--- src/rtl/light_readout_pkg.sv ---
// Package with register map, field layout and timing constants for the light sensor read-out
package light_readout_pkg;
	localparam logic [4:0] CMD_ADDR_BITS   = 5'h1F;
	localparam logic [4:0] ADDR_IDENTITY   = 5'h12;
	localparam logic [4:0] ADDR_CH0_LOW    = 5'h14;
	localparam logic [4:0] ADDR_CH0_HIGH   = 5'h15;
	localparam logic [4:0] ADDR_CH1_LOW    = 5'h16;
	localparam logic [4:0] ADDR_CH1_HIGH   = 5'h17;
	localparam logic [4:0] ADDR_TICK_LOW   = 5'h18;
	localparam logic [4:0] ADDR_TICK_HIGH  = 5'h19;
	localparam logic [4:0] ADDR_FAMILY     = 5'h1E;
	localparam int         CMD_FLAG_POS    = 7;
	localparam int         PART_CODE_MSB   = 7;
	localparam int         PART_CODE_LSB   = 4;
	localparam int         REV_CODE_MSB    = 3;
	localparam int         REV_CODE_LSB    = 0;
	localparam int         FAMILY_FLAG_POS = 7;
	localparam logic [7:0] RESULT_RESET    = 8'h00;
	localparam logic [7:0] FAMILY_RESET    = 8'h80;
	localparam logic [15:0] TICK_RESET     = 16'h0000;
	// Tick period and clock period in nanoseconds
	localparam int         TICK_NS         = 10900;
	localparam int         CLK_PERIOD_NS   = 100;
	localparam int         TICK_CYCLES     = (TICK_NS + CLK_PERIOD_NS - 1) / CLK_PERIOD_NS;
	localparam logic [6:0] TICK_LAST       = 7'(TICK_CYCLES - 1);
endpackage

--- src/rtl/tick_timer.sv ---
// Manual integration tick counter with prescaler
`timescale 1ns/1ps
module tick_timer
	import light_readout_pkg::*;
(
	input  wire logic        clk,
	input  wire logic        srst,
	input  wire logic        manualRun,
	input  wire logic        manualStart,
	output logic      [15:0] tickCount
);
	logic [6:0] prescale;
	wire        tickDone = (prescale == TICK_LAST);

	always_ff @(posedge clk) begin
		if (srst || manualStart || !manualRun)
			prescale <= 7'h00;
		else if (tickDone)
			prescale <= 7'h00;
		else
			prescale <= prescale + 7'h01;
	end

	// zero at reset and on start
	always_ff @(posedge clk) begin
		if (srst || manualStart)
			tickCount <= TICK_RESET;
		else if (manualRun && tickDone)
			tickCount <= tickCount + 16'h0001;
	end

	property p_tick_step;
		@(posedge clk) disable iff (srst)
		(manualRun && !manualStart && tickDone) |=> (tickCount == $past(tickCount) + 16'h0001);
	endproperty
	a_tick_step: assert property (p_tick_step) else $error("tick count did not advance");

	property p_tick_start;
		@(posedge clk) disable iff (srst)
		manualStart |=> (tickCount == TICK_RESET) && (prescale == 7'h00);
	endproperty
	a_tick_start: assert property (p_tick_start) else $error("start did not clear tick count");
endmodule

--- src/rtl/light_readout_regs.sv ---
// Read-out register group: identity, channel results with shadow, tick timer, family byte
`timescale 1ns/1ps
// Summary of operation
// - The identity byte at its address is read-only and never changes.
// - Bits 7 to 4 of the identity byte return a fixed part-type code.
// - Bits 3 to 0 of the identity byte return the silicon revision code.
// - Each channel result is 16 bits as low and high bytes, channel zero first.
// - All four result bytes are read-only and read zero after reset.
// - A word read from a low result byte returns both bytes of that channel.
// - Reading a low result byte copies that channel's upper byte into a shadow.
// - The shadow stays fixed while new results arrive before the upper read.
// - A manual integration counts elapsed time in ticks of 10.9 us.
// - The tick count is 16 bits, low byte first, and resets to zero.
// - The family byte is writable and has bit 7 set at reset; bits 6 to 0 are reserved.
// - A byte with its top bit set outside a data phase is a command whose address part sets the pointer.
module light_readout_regs
	import light_readout_pkg::*;
#(
	parameter logic [3:0] PART_TYPE_CODE = 4'h5,  // Arbitrary value
	parameter logic [3:0] SILICON_REV    = 4'h1   // Arbitrary value
)(
	input  wire logic        clk,
	input  wire logic        srst,
	input  wire logic        hostWrite,
	input  wire logic [7:0]  hostWriteData,
	input  wire logic        hostDataPhase,
	input  wire logic        hostRead,
	input  wire logic        hostWordRead,
	input  wire logic [15:0] ch0Result,
	input  wire logic [15:0] ch1Result,
	input  wire logic        resultUpdate,
	input  wire logic        manualRun,
	input  wire logic        manualStart,
	output logic      [7:0]  readData,
	output logic      [7:0]  readDataHigh,
	output logic      [4:0]  regPointer,
	output logic      [7:0]  familyFlagByte
);
	logic [15:0] ch0Live;
	logic [15:0] ch1Live;
	logic [7:0]  ch0Shadow;
	logic [7:0]  ch1Shadow;
	logic [15:0] tickCount;

	// Register pointer commands: byte with top bit set outside a data phase
	wire cmdByte  = hostWrite && !hostDataPhase && hostWriteData[CMD_FLAG_POS];
	wire dataByte = hostWrite && hostDataPhase;
	wire readCh0  = hostRead && (regPointer == ADDR_CH0_LOW);
	wire readCh1  = hostRead && (regPointer == ADDR_CH1_LOW);

	// part code on top; revision below
	wire [7:0] identityByte = {PART_TYPE_CODE, SILICON_REV};

	tick_timer u_tick_timer (
		.clk        (clk),
		.srst       (srst),
		.manualRun  (manualRun),
		.manualStart(manualStart),
		.tickCount  (tickCount)
	);

	function automatic logic [7:0] read_mux(input logic [4:0] addr);
		case (addr)
			ADDR_IDENTITY: read_mux = identityByte;
			ADDR_CH0_LOW:  read_mux = ch0Live[7:0];
			ADDR_CH0_HIGH: read_mux = ch0Shadow;
			ADDR_CH1_LOW:  read_mux = ch1Live[7:0];
			ADDR_CH1_HIGH: read_mux = ch1Shadow;
			ADDR_TICK_LOW: read_mux = tickCount[7:0];
			ADDR_TICK_HIGH: read_mux = tickCount[15:8];
			ADDR_FAMILY:   read_mux = familyFlagByte;
			default:       read_mux = 8'h00;
		endcase
	endfunction

	always_ff @(posedge clk) begin
		if (srst)
			regPointer <= 5'h00;
		else if (cmdByte)
			regPointer <= hostWriteData[4:0] & CMD_ADDR_BITS;
	end

	// results zero at reset, then follow updates
	always_ff @(posedge clk) begin
		if (srst) begin
			ch0Live <= {RESULT_RESET, RESULT_RESET};
			ch1Live <= {RESULT_RESET, RESULT_RESET};
		end else if (resultUpdate) begin
			ch0Live <= ch0Result;
			ch1Live <= ch1Result;
		end
	end

	// strobe shadow on low read; per channel
	// shadow held until the next low read
	always_ff @(posedge clk) begin
		if (srst) begin
			ch0Shadow <= RESULT_RESET;
			ch1Shadow <= RESULT_RESET;
		end else begin
			if (readCh0)
				ch0Shadow <= ch0Live[15:8];
			if (readCh1)
				ch1Shadow <= ch1Live[15:8];
		end
	end

	// family byte is writable; bit 7 set at reset
	always_ff @(posedge clk) begin
		if (srst)
			familyFlagByte <= FAMILY_RESET;
		else if (dataByte && regPointer == ADDR_FAMILY)
			familyFlagByte <= hostWriteData;
	end

	// byte read path; word read pairs live low with live upper
	always_ff @(posedge clk) begin
		if (srst) begin
			readData     <= 8'h00;
			readDataHigh <= 8'h00;
		end else if (hostRead) begin
			readData     <= read_mux(regPointer);
			readDataHigh <= 8'h00;
			if (hostWordRead && readCh0)
				readDataHigh <= ch0Live[15:8];
			else if (hostWordRead && readCh1)
				readDataHigh <= ch1Live[15:8];
			else if (hostWordRead)
				readDataHigh <= read_mux(regPointer + 5'h01);
		end
	end

	property p_id_fixed;
		@(posedge clk) disable iff (srst)
		(hostRead && regPointer == ADDR_IDENTITY) |=>
			(readData[PART_CODE_MSB:PART_CODE_LSB] == PART_TYPE_CODE) &&
			(readData[REV_CODE_MSB:REV_CODE_LSB] == SILICON_REV);
	endproperty
	a_id_fixed: assert property (p_id_fixed) else $error("identity byte wrong");

	property p_rev_code;
		@(posedge clk) disable iff (srst)
		(hostRead && regPointer == ADDR_IDENTITY) |=> readData[3:0] == SILICON_REV;
	endproperty
	a_rev_code: assert property (p_rev_code) else $error("revision code wrong");

	property p_shadow_capture;
		@(posedge clk) disable iff (srst)
		readCh0 |=> (ch0Shadow == $past(ch0Live[15:8])) && (readData == $past(ch0Live[7:0]));
	endproperty
	a_shadow_capture: assert property (p_shadow_capture) else $error("shadow not captured");

	property p_shadow_hold;
		@(posedge clk) disable iff (srst)
		(!readCh0 && resultUpdate) |=> $stable(ch0Shadow);
	endproperty
	a_shadow_hold: assert property (p_shadow_hold) else $error("shadow moved on update");

	property p_shadow_own;
		@(posedge clk) disable iff (srst)
		(readCh0 && !readCh1) |=> $stable(ch1Shadow);
	endproperty
	a_shadow_own: assert property (p_shadow_own) else $error("other shadow disturbed");

	property p_word_read;
		@(posedge clk) disable iff (srst)
		(readCh1 && hostWordRead) |=> ({readDataHigh, readData} == $past(ch1Live));
	endproperty
	a_word_read: assert property (p_word_read) else $error("word read not paired");

	property p_pointer;
		@(posedge clk) disable iff (srst)
		cmdByte |=> regPointer == $past(hostWriteData[4:0]);
	endproperty
	a_pointer: assert property (p_pointer) else $error("pointer not stored");

	property p_reset_zero;
		@(posedge clk)
		srst |=> (ch0Live == 16'h0000) && (ch1Live == 16'h0000) && familyFlagByte[FAMILY_FLAG_POS];
	endproperty
	a_reset_zero: assert property (p_reset_zero) else $error("reset values wrong");

	property p_word_read0;
		@(posedge clk) disable iff (srst)
		(readCh0 && hostWordRead) |=> ({readDataHigh, readData} == $past(ch0Live));
	endproperty
	a_word_read0: assert property (p_word_read0) else $error("channel zero word not paired");

	property p_shadow_hold1;
		@(posedge clk) disable iff (srst)
		(!readCh1 && resultUpdate) |=> $stable(ch1Shadow);
	endproperty
	a_shadow_hold1: assert property (p_shadow_hold1) else $error("shadow one moved");

	property p_live_read_only;
		@(posedge clk) disable iff (srst)
		(dataByte && !resultUpdate) |=> $stable(ch0Live) && $stable(ch1Live);
	endproperty
	a_live_read_only: assert property (p_live_read_only) else $error("result written");

	property p_pointer_hold;
		@(posedge clk) disable iff (srst)
		!cmdByte |=> $stable(regPointer);
	endproperty
	a_pointer_hold: assert property (p_pointer_hold) else $error("pointer moved");

	property p_byte_high_zero;
		@(posedge clk) disable iff (srst)
		(hostRead && !hostWordRead) |=> (readDataHigh == 8'h00);
	endproperty
	a_byte_high_zero: assert property (p_byte_high_zero) else $error("upper lane not zero");

	property p_tick_read;
		@(posedge clk) disable iff (srst)
		(hostRead && regPointer == ADDR_TICK_LOW) |=> (readData == $past(tickCount[7:0]));
	endproperty
	a_tick_read: assert property (p_tick_read) else $error("tick low byte wrong");

	property p_family_hold;
		@(posedge clk) disable iff (srst)
		!dataByte |=> $stable(familyFlagByte);
	endproperty
	a_family_hold: assert property (p_family_hold) else $error("family byte moved");
endmodule

--- config.mk ---
export PLATFORM = sky130hd
export DESIGN_NAME = light_readout_regs
export DESIGN_NICKNAME = d
export VERILOG_FILES = /design/src/rtl/light_readout_pkg.sv /design/src/rtl/tick_timer.sv /design/src/rtl/light_readout_regs.sv
export SDC_FILE = /design/constraint.sdc
export NUM_CORES = 1
export LEC_CHECK = 0
export ABC_AREA = 0
export BUFFER_PORTS_ARGS = -buffer_cell sky130_fd_sc_hd__buf_2
export CAP_MARGIN = 15
export CORE_ASPECT_RATIO = 0.7
export CORE_UTILIZATION = 31
export DETAILED_ROUTE_END_ITERATION = 10
export SKIP_CTS_REPAIR_TIMING = 1
export SYNTH_ARGS = -nofsm -noshare
export SYNTH_HDL_FRONTEND = slang
export SYNTH_HIERARCHICAL = 1
export SYNTH_SLANG_ARGS = --single-unit
export TNS_END_PERCENT = 30
--- constraint.sdc ---
create_clock -name clk -period 5.4 [get_ports clk]
set_input_delay 0.54 -clock clk [delete_from_list [all_inputs] [get_ports clk]]
set_output_delay 0.54 -clock clk [all_outputs]
set_load 0.02 [all_outputs]
Yosys cells after proc, flatten, opt, wreduce, memory -nomap -nowiden. Cells that the tools add are included. Widths: inputs -> output; s select.

Register bits after elaboration: 100. Logic and storage cells: 49.

Multiplexer cells: 5. Reductions and logical operators: 14. Eq/ne operators: 17. Add/subtract/negate cells: 3.

Operators with widths (number): $pmux 8 s8 (2); $eq 5x5->1 const B (16); $mux 8 (3); $add 16x1->16 const B (1); $logic_and 1x1->1 (9); $add 7x1->7 const B (1); $eq 7x7->1 const B (1); $add 5x1->5 const B (1); $logic_not 1->1 (2); $logic_or 1x1->1 (2); $reduce_or 2->1 (1).

Longest topological paths before layout.
Depth in word-level cells: 6. Depth in mapped cells: 8. Depth with buffers taken out: 6.

By module. The synthesis kept the hierarchy.

Modules (own cells, without submodules): light_readout_regs (cells each 426, area an instance 3789.9 um^2, times used 1); tick_timer (cells each 125, area an instance 1086.0 um^2, times used 1).

Worst setup path after synthesis. No wires, ideal clock.

Kind: register -> register. Start point: reg u_tick_timer.prescale[0]. End point: reg u_tick_timer.tickCount[15]. Arrival: 1834 ps. Period minus slack after synthesis: 1904 ps. Path slack: 3496 ps. Stages on the path, launching flop included: 8. Data required time: 5330 ps. Setup time: 70 ps. Path buffers: 1. Cells stage by stage: dfxtp_1 > inv_1 > ha_1 > nand4b_4 > buf_6 > or4_4 > or3_1 > a21oi_1.

Longest elaborated chain between the ends: 2.

RTL lines: from (decl) (line tick_timer.sv:12) `logic [6:0] prescale;`; from (signal assigned) (line tick_timer.sv:21) `prescale <= prescale + 7'h01;`; $eq 7x7->1 (line tick_timer.sv:13) `wire tickDone = (prescale == TICK_LAST);`; $logic_and 1x1->1 (line tick_timer.sv:28) `else if (manualRun && tickDone)`; to (signal assigned) (line tick_timer.sv:29) `tickCount <= tickCount + 16'h0001;`; to (decl) (line tick_timer.sv:10) `output logic [15:0] tickCount`.

Every way passes these cells. A chain may end at the register's enable or synchronous reset.

Worst setup path after layout.
Start point: reg regPointer[1]. End point: reg readDataHigh[1].

Longest elaborated chain between the ends: 6. Elaborated cells between the ends (all ways): 19. Classes of those cells: 1 x add/sub; 10 x eq/ne; 4 x mux; 4 x reduce/logical.

RTL lines: from (decl) (line light_readout_regs.sv:36) `output logic [4:0] regPointer,`; from (signal assigned) (line light_readout_regs.sv:80) `regPointer <= hostWriteData[4:0] & CMD_ADDR_BITS;`; $add 5x1->5 (line light_readout_regs.sv:129) `readDataHigh <= read_mux(regPointer + 5'h01);`; $eq 5x5->1 (line light_readout_regs.sv:63) `case (addr)`; $pmux 8 s8 (line light_readout_regs.sv:63); $mux 8 (line light_readout_regs.sv:128) `else if (hostWordRead)`; $mux 8 (line light_readout_regs.sv:126) `else if (hostWordRead && readCh1)`; $mux 8 * (line light_readout_regs.sv:124) `if (hostWordRead && readCh0)`; to (signal assigned) (line light_readout_regs.sv:125) `readDataHigh <= ch0Live[15:8];`; to (signal assigned) (line light_readout_regs.sv:127) `readDataHigh <= ch1Live[15:8];`; to (signal assigned) (line light_readout_regs.sv:129); to (decl) (line light_readout_regs.sv:35) `output logic [7:0] readDataHigh,`.

Mark *: on every way between the ends. The rest lies on a longest branch, timed or not.

==> impl_metrics.json <==
{
  "insertedDiodeCount": 0,
  "die_w_um": 151.9,
  "worstPathArrival_ns": 3.16,
  "tightest_slew_ns": 1.069,
  "cts_tree": "built",
  "ys.flop_type": "dfxtp_1",
  "fillers": 1546,
  "die_area_mm2": 0.01624,
  "stdcell_area_mm2": 0.005644,
  "cp-start-kind": "flip-flop",
  "cap_violations": 0,
  "numClockSinks": 100,
  "clk_latency_ns": 0.35,
  "ant_nets": 0,
  "numCtsBuffers": 9,
  "grt_use_total": 0.2015,
  "grt_pass1_wl_um": 24960,
  "ys_seq_area_frac": 0.4106,
  "finalSetupViolCount": 0,
  "area_growth_pct": 15.76,
  "worstPathMaxFanout": 30,
  "end_kind": "flip-flop",
  "seqCellArea_mm2": 0.002002,
  "finalMaxSlewViolations": 0,
  "fp-row-count": 37,
  "drive_gt1_frac": 0.1803,
  "finalNetCount": 657,
  "violations": "design-rule violations",
  "cts_buffer_depth": 2,
  "ys_types": 70,
  "grt_max_degree": 68,
  "p_leak_nw": 2.105,
  "powerDensity_mw_per_mm2": 271.2,
  "max-slew-margin-rel": 0.2862,
  "met1_usage": 0.3011,
  "status": "finished with violations",
  "crit_required_ns": 5.70,
  "grt.met3_usage": 0.04487,
  "placed_area_mm2": 0.005331,
  "routedWlPerCell_um": 19.86,
  "io_pins": 78,
  "rsz0062_at_grt": "false",
  "syn-num-nets": 603,
  "gp_congestion": 0.9711,
  "ctsHtreeMaxLevel": 3,
  "dr.first_iter.drc_count": 424,
  "hold_path.class": "in -> reg",
  "crit_type": "reg -> reg",
  "synth-async-reset-ratio": 0,
  "min_period_over_period": 0.5304,
  "hold_violations": 0,
  "wl_um": 15990,
  "synth_seq_cells": 100,
  "multi_input_area_mm2": 0.002659,
  "cts-root-buf": "clkbuf_16",
  "ys_warn_count": 6,
  "drc": 14,
  "io_buffers": 77,
  "fin_setup_tns_ns": 0,
  "syn-instance-count": 551,
  "synth_edf_count": 0,
  "clock_skew_ns": 0.007555,
  "antenna_found_initial": 0,
  "max_clock_freq_mhz": 349.1,
  "core_area_mm2": 0.01505,
  "irDropWorstVdd_mv": 0.1163,
  "dp.final_hpwl_um": 12140,
  "globalRouteMet2Util": 0.2923,
  "grt-ovfl-total": 0,
  "vias_per_cell": 5.520,
  "dr.pass1.iters": 8,
  "dieHeight_um": 106.9,
  "grt_pass1_vias": 4173,
  "syn_area_mm2": 0.004876,
  "grt.busiest_layer": "met1",
  "syn_avg_cell_area_um2": 8.849,
  "path_clk_slew_ns": 0.07,
  "start_util": 0.3241,
  "period_needed_ns": 2.864,
  "vias": 4444
}
## critical path, stage by stage, from the launching register on
cell	delay, ns
dfxtp_1	1.03
nor4bb_1	0.59
nor2b_1	0.67
nand2_1	0.19
a21oi_1	0.19
a221o_1	0.13
## sequential cells by signal (all words and copies together) (netlist names)
signal	count
ch0Shadow	8
ch0Live	16
readData	8
readDataHigh	8
regPointer	5
u_tick_timer/tickCount	16
familyFlagByte	8
ch1Shadow	8
ch1Live	16
u_tick_timer/prescale	7
## layer usage
| layer | vias to the layer above | part of all wire |
|---|---|---|
| met1 | 2142 | 0.50 |
| met2 | 170 | 0.40 |
| met3 | 17 | 0.086 |
| met4 | 0 | 0.0089 |
| li1 | 2115 | - |
| met5 | - | 0 |
## final timing paths
check	startpoint	cells after the start	to	slack, ns
setup reg to reg	regPointer[1]	5	readDataHigh[1]	2.54
hold reg to reg	readData[5]	2	readData[5]	0.46
hold / removal	hostWriteData[7]	2	familyFlagByte[7]	0.42
setup / recovery	regPointer[1]	5	readDataHigh[1]	2.54
## power by group
part | total [mW] | switching (mW) | internal, mW
Clock | 0.663 | 0.287 | 0.376
Combinational | 0.0919 | 0.0521 | 0.0398
Sequential | 0.776 | 0.0232 | 0.753
## Yosys cell counts (5+ instances only)
cell type / number / share of area
a32oi_1: 7 / 0.013
nand4_1: 7 / 0.0090
buf_2: 13 / 0.013
a221o_1: 9 / 0.018
o21ai_0: 11 / 0.011
dfxtp_1: 100 / 0.41
nand2b_1: 5 / 0.0064
clkbuf_1: 16 / 0.012
o211ai_1: 6 / 0.0092
inv_1: 7 / 0.0054
nor2b_1: 7 / 0.0090
nand3_1: 19 / 0.020
nand3b_1: 6 / 0.0092
xnor2_1: 7 / 0.013
xor2_1: 5 / 0.0090
nand2_1: 58 / 0.045
a22oi_1: 16 / 0.025
a21oi_1: 34 / 0.035
nor2_1: 74 / 0.057
mux2i_1: 54 / 0.11
## through the flow
stage          std cells  setup WS, ns  hold slack, ns  total power, mW    util
2_1_floorplan        551         3.496          0.4357           0.8422       -
3_3_place_gp         788         2.663          0.4416           0.8814  0.3543
3_5_place_dp         788         2.629          0.4469           0.8833  0.3543
4_1_cts              804         2.580          0.4231            1.541  0.3744
5_1_grt              805         2.356          0.4301            1.586  0.3751
6_report             805         2.536          0.4176            1.531  0.3751
## cell families (layout without fill, tap and decap cells)
| kind of cell | Yosys count | in the layout | synth area share |
|---|---|---|---|
| buffers and inverters | 44 | 103 | 0.04414 |
| adder cells (fa/ha/maj) | 3 | 3 | 0.007699 |
| flip-flops | 100 | 100 | 0.4106 |
| AO/OA/AOI/OAI | 120 | 120 | 0.1771 |
| multiplexers | 55 | 55 | 0.1132 |
| AND/OR/NAND/NOR | 217 | 217 | 0.2258 |
| XOR/XNOR | 12 | 12 | 0.02155 |
## area by class of cell
class / count / area share
Sequential cell: 100 / 0.3547
Clock buffer: 12 / 0.04367
Inverter: 7 / 0.004655
Clock inverter: 4 / 0.009754
Timing Repair Buffer: 80 / 0.07293
Multi-Input combinational cell: 407 / 0.4711
Tap cell: 195 / 0.04323
## cell usage in the layout (no fill, tap or decap), drive strengths merged, types with 6 or more instances in the layout
cell    instances
buf            80
nor2           76
a21oi          35
xnor2           7
mux2i          54
o211ai          6
nand4           8
dfxtp         100
or4             6
clkbuf         12
nand2          58
nand3          19
a32oi           7
a22oi          16
a221o           9
nand3b          6
o21ai          13
nor2b           7
inv             9
Note: power is estimated with default switching activity, not from simulation.
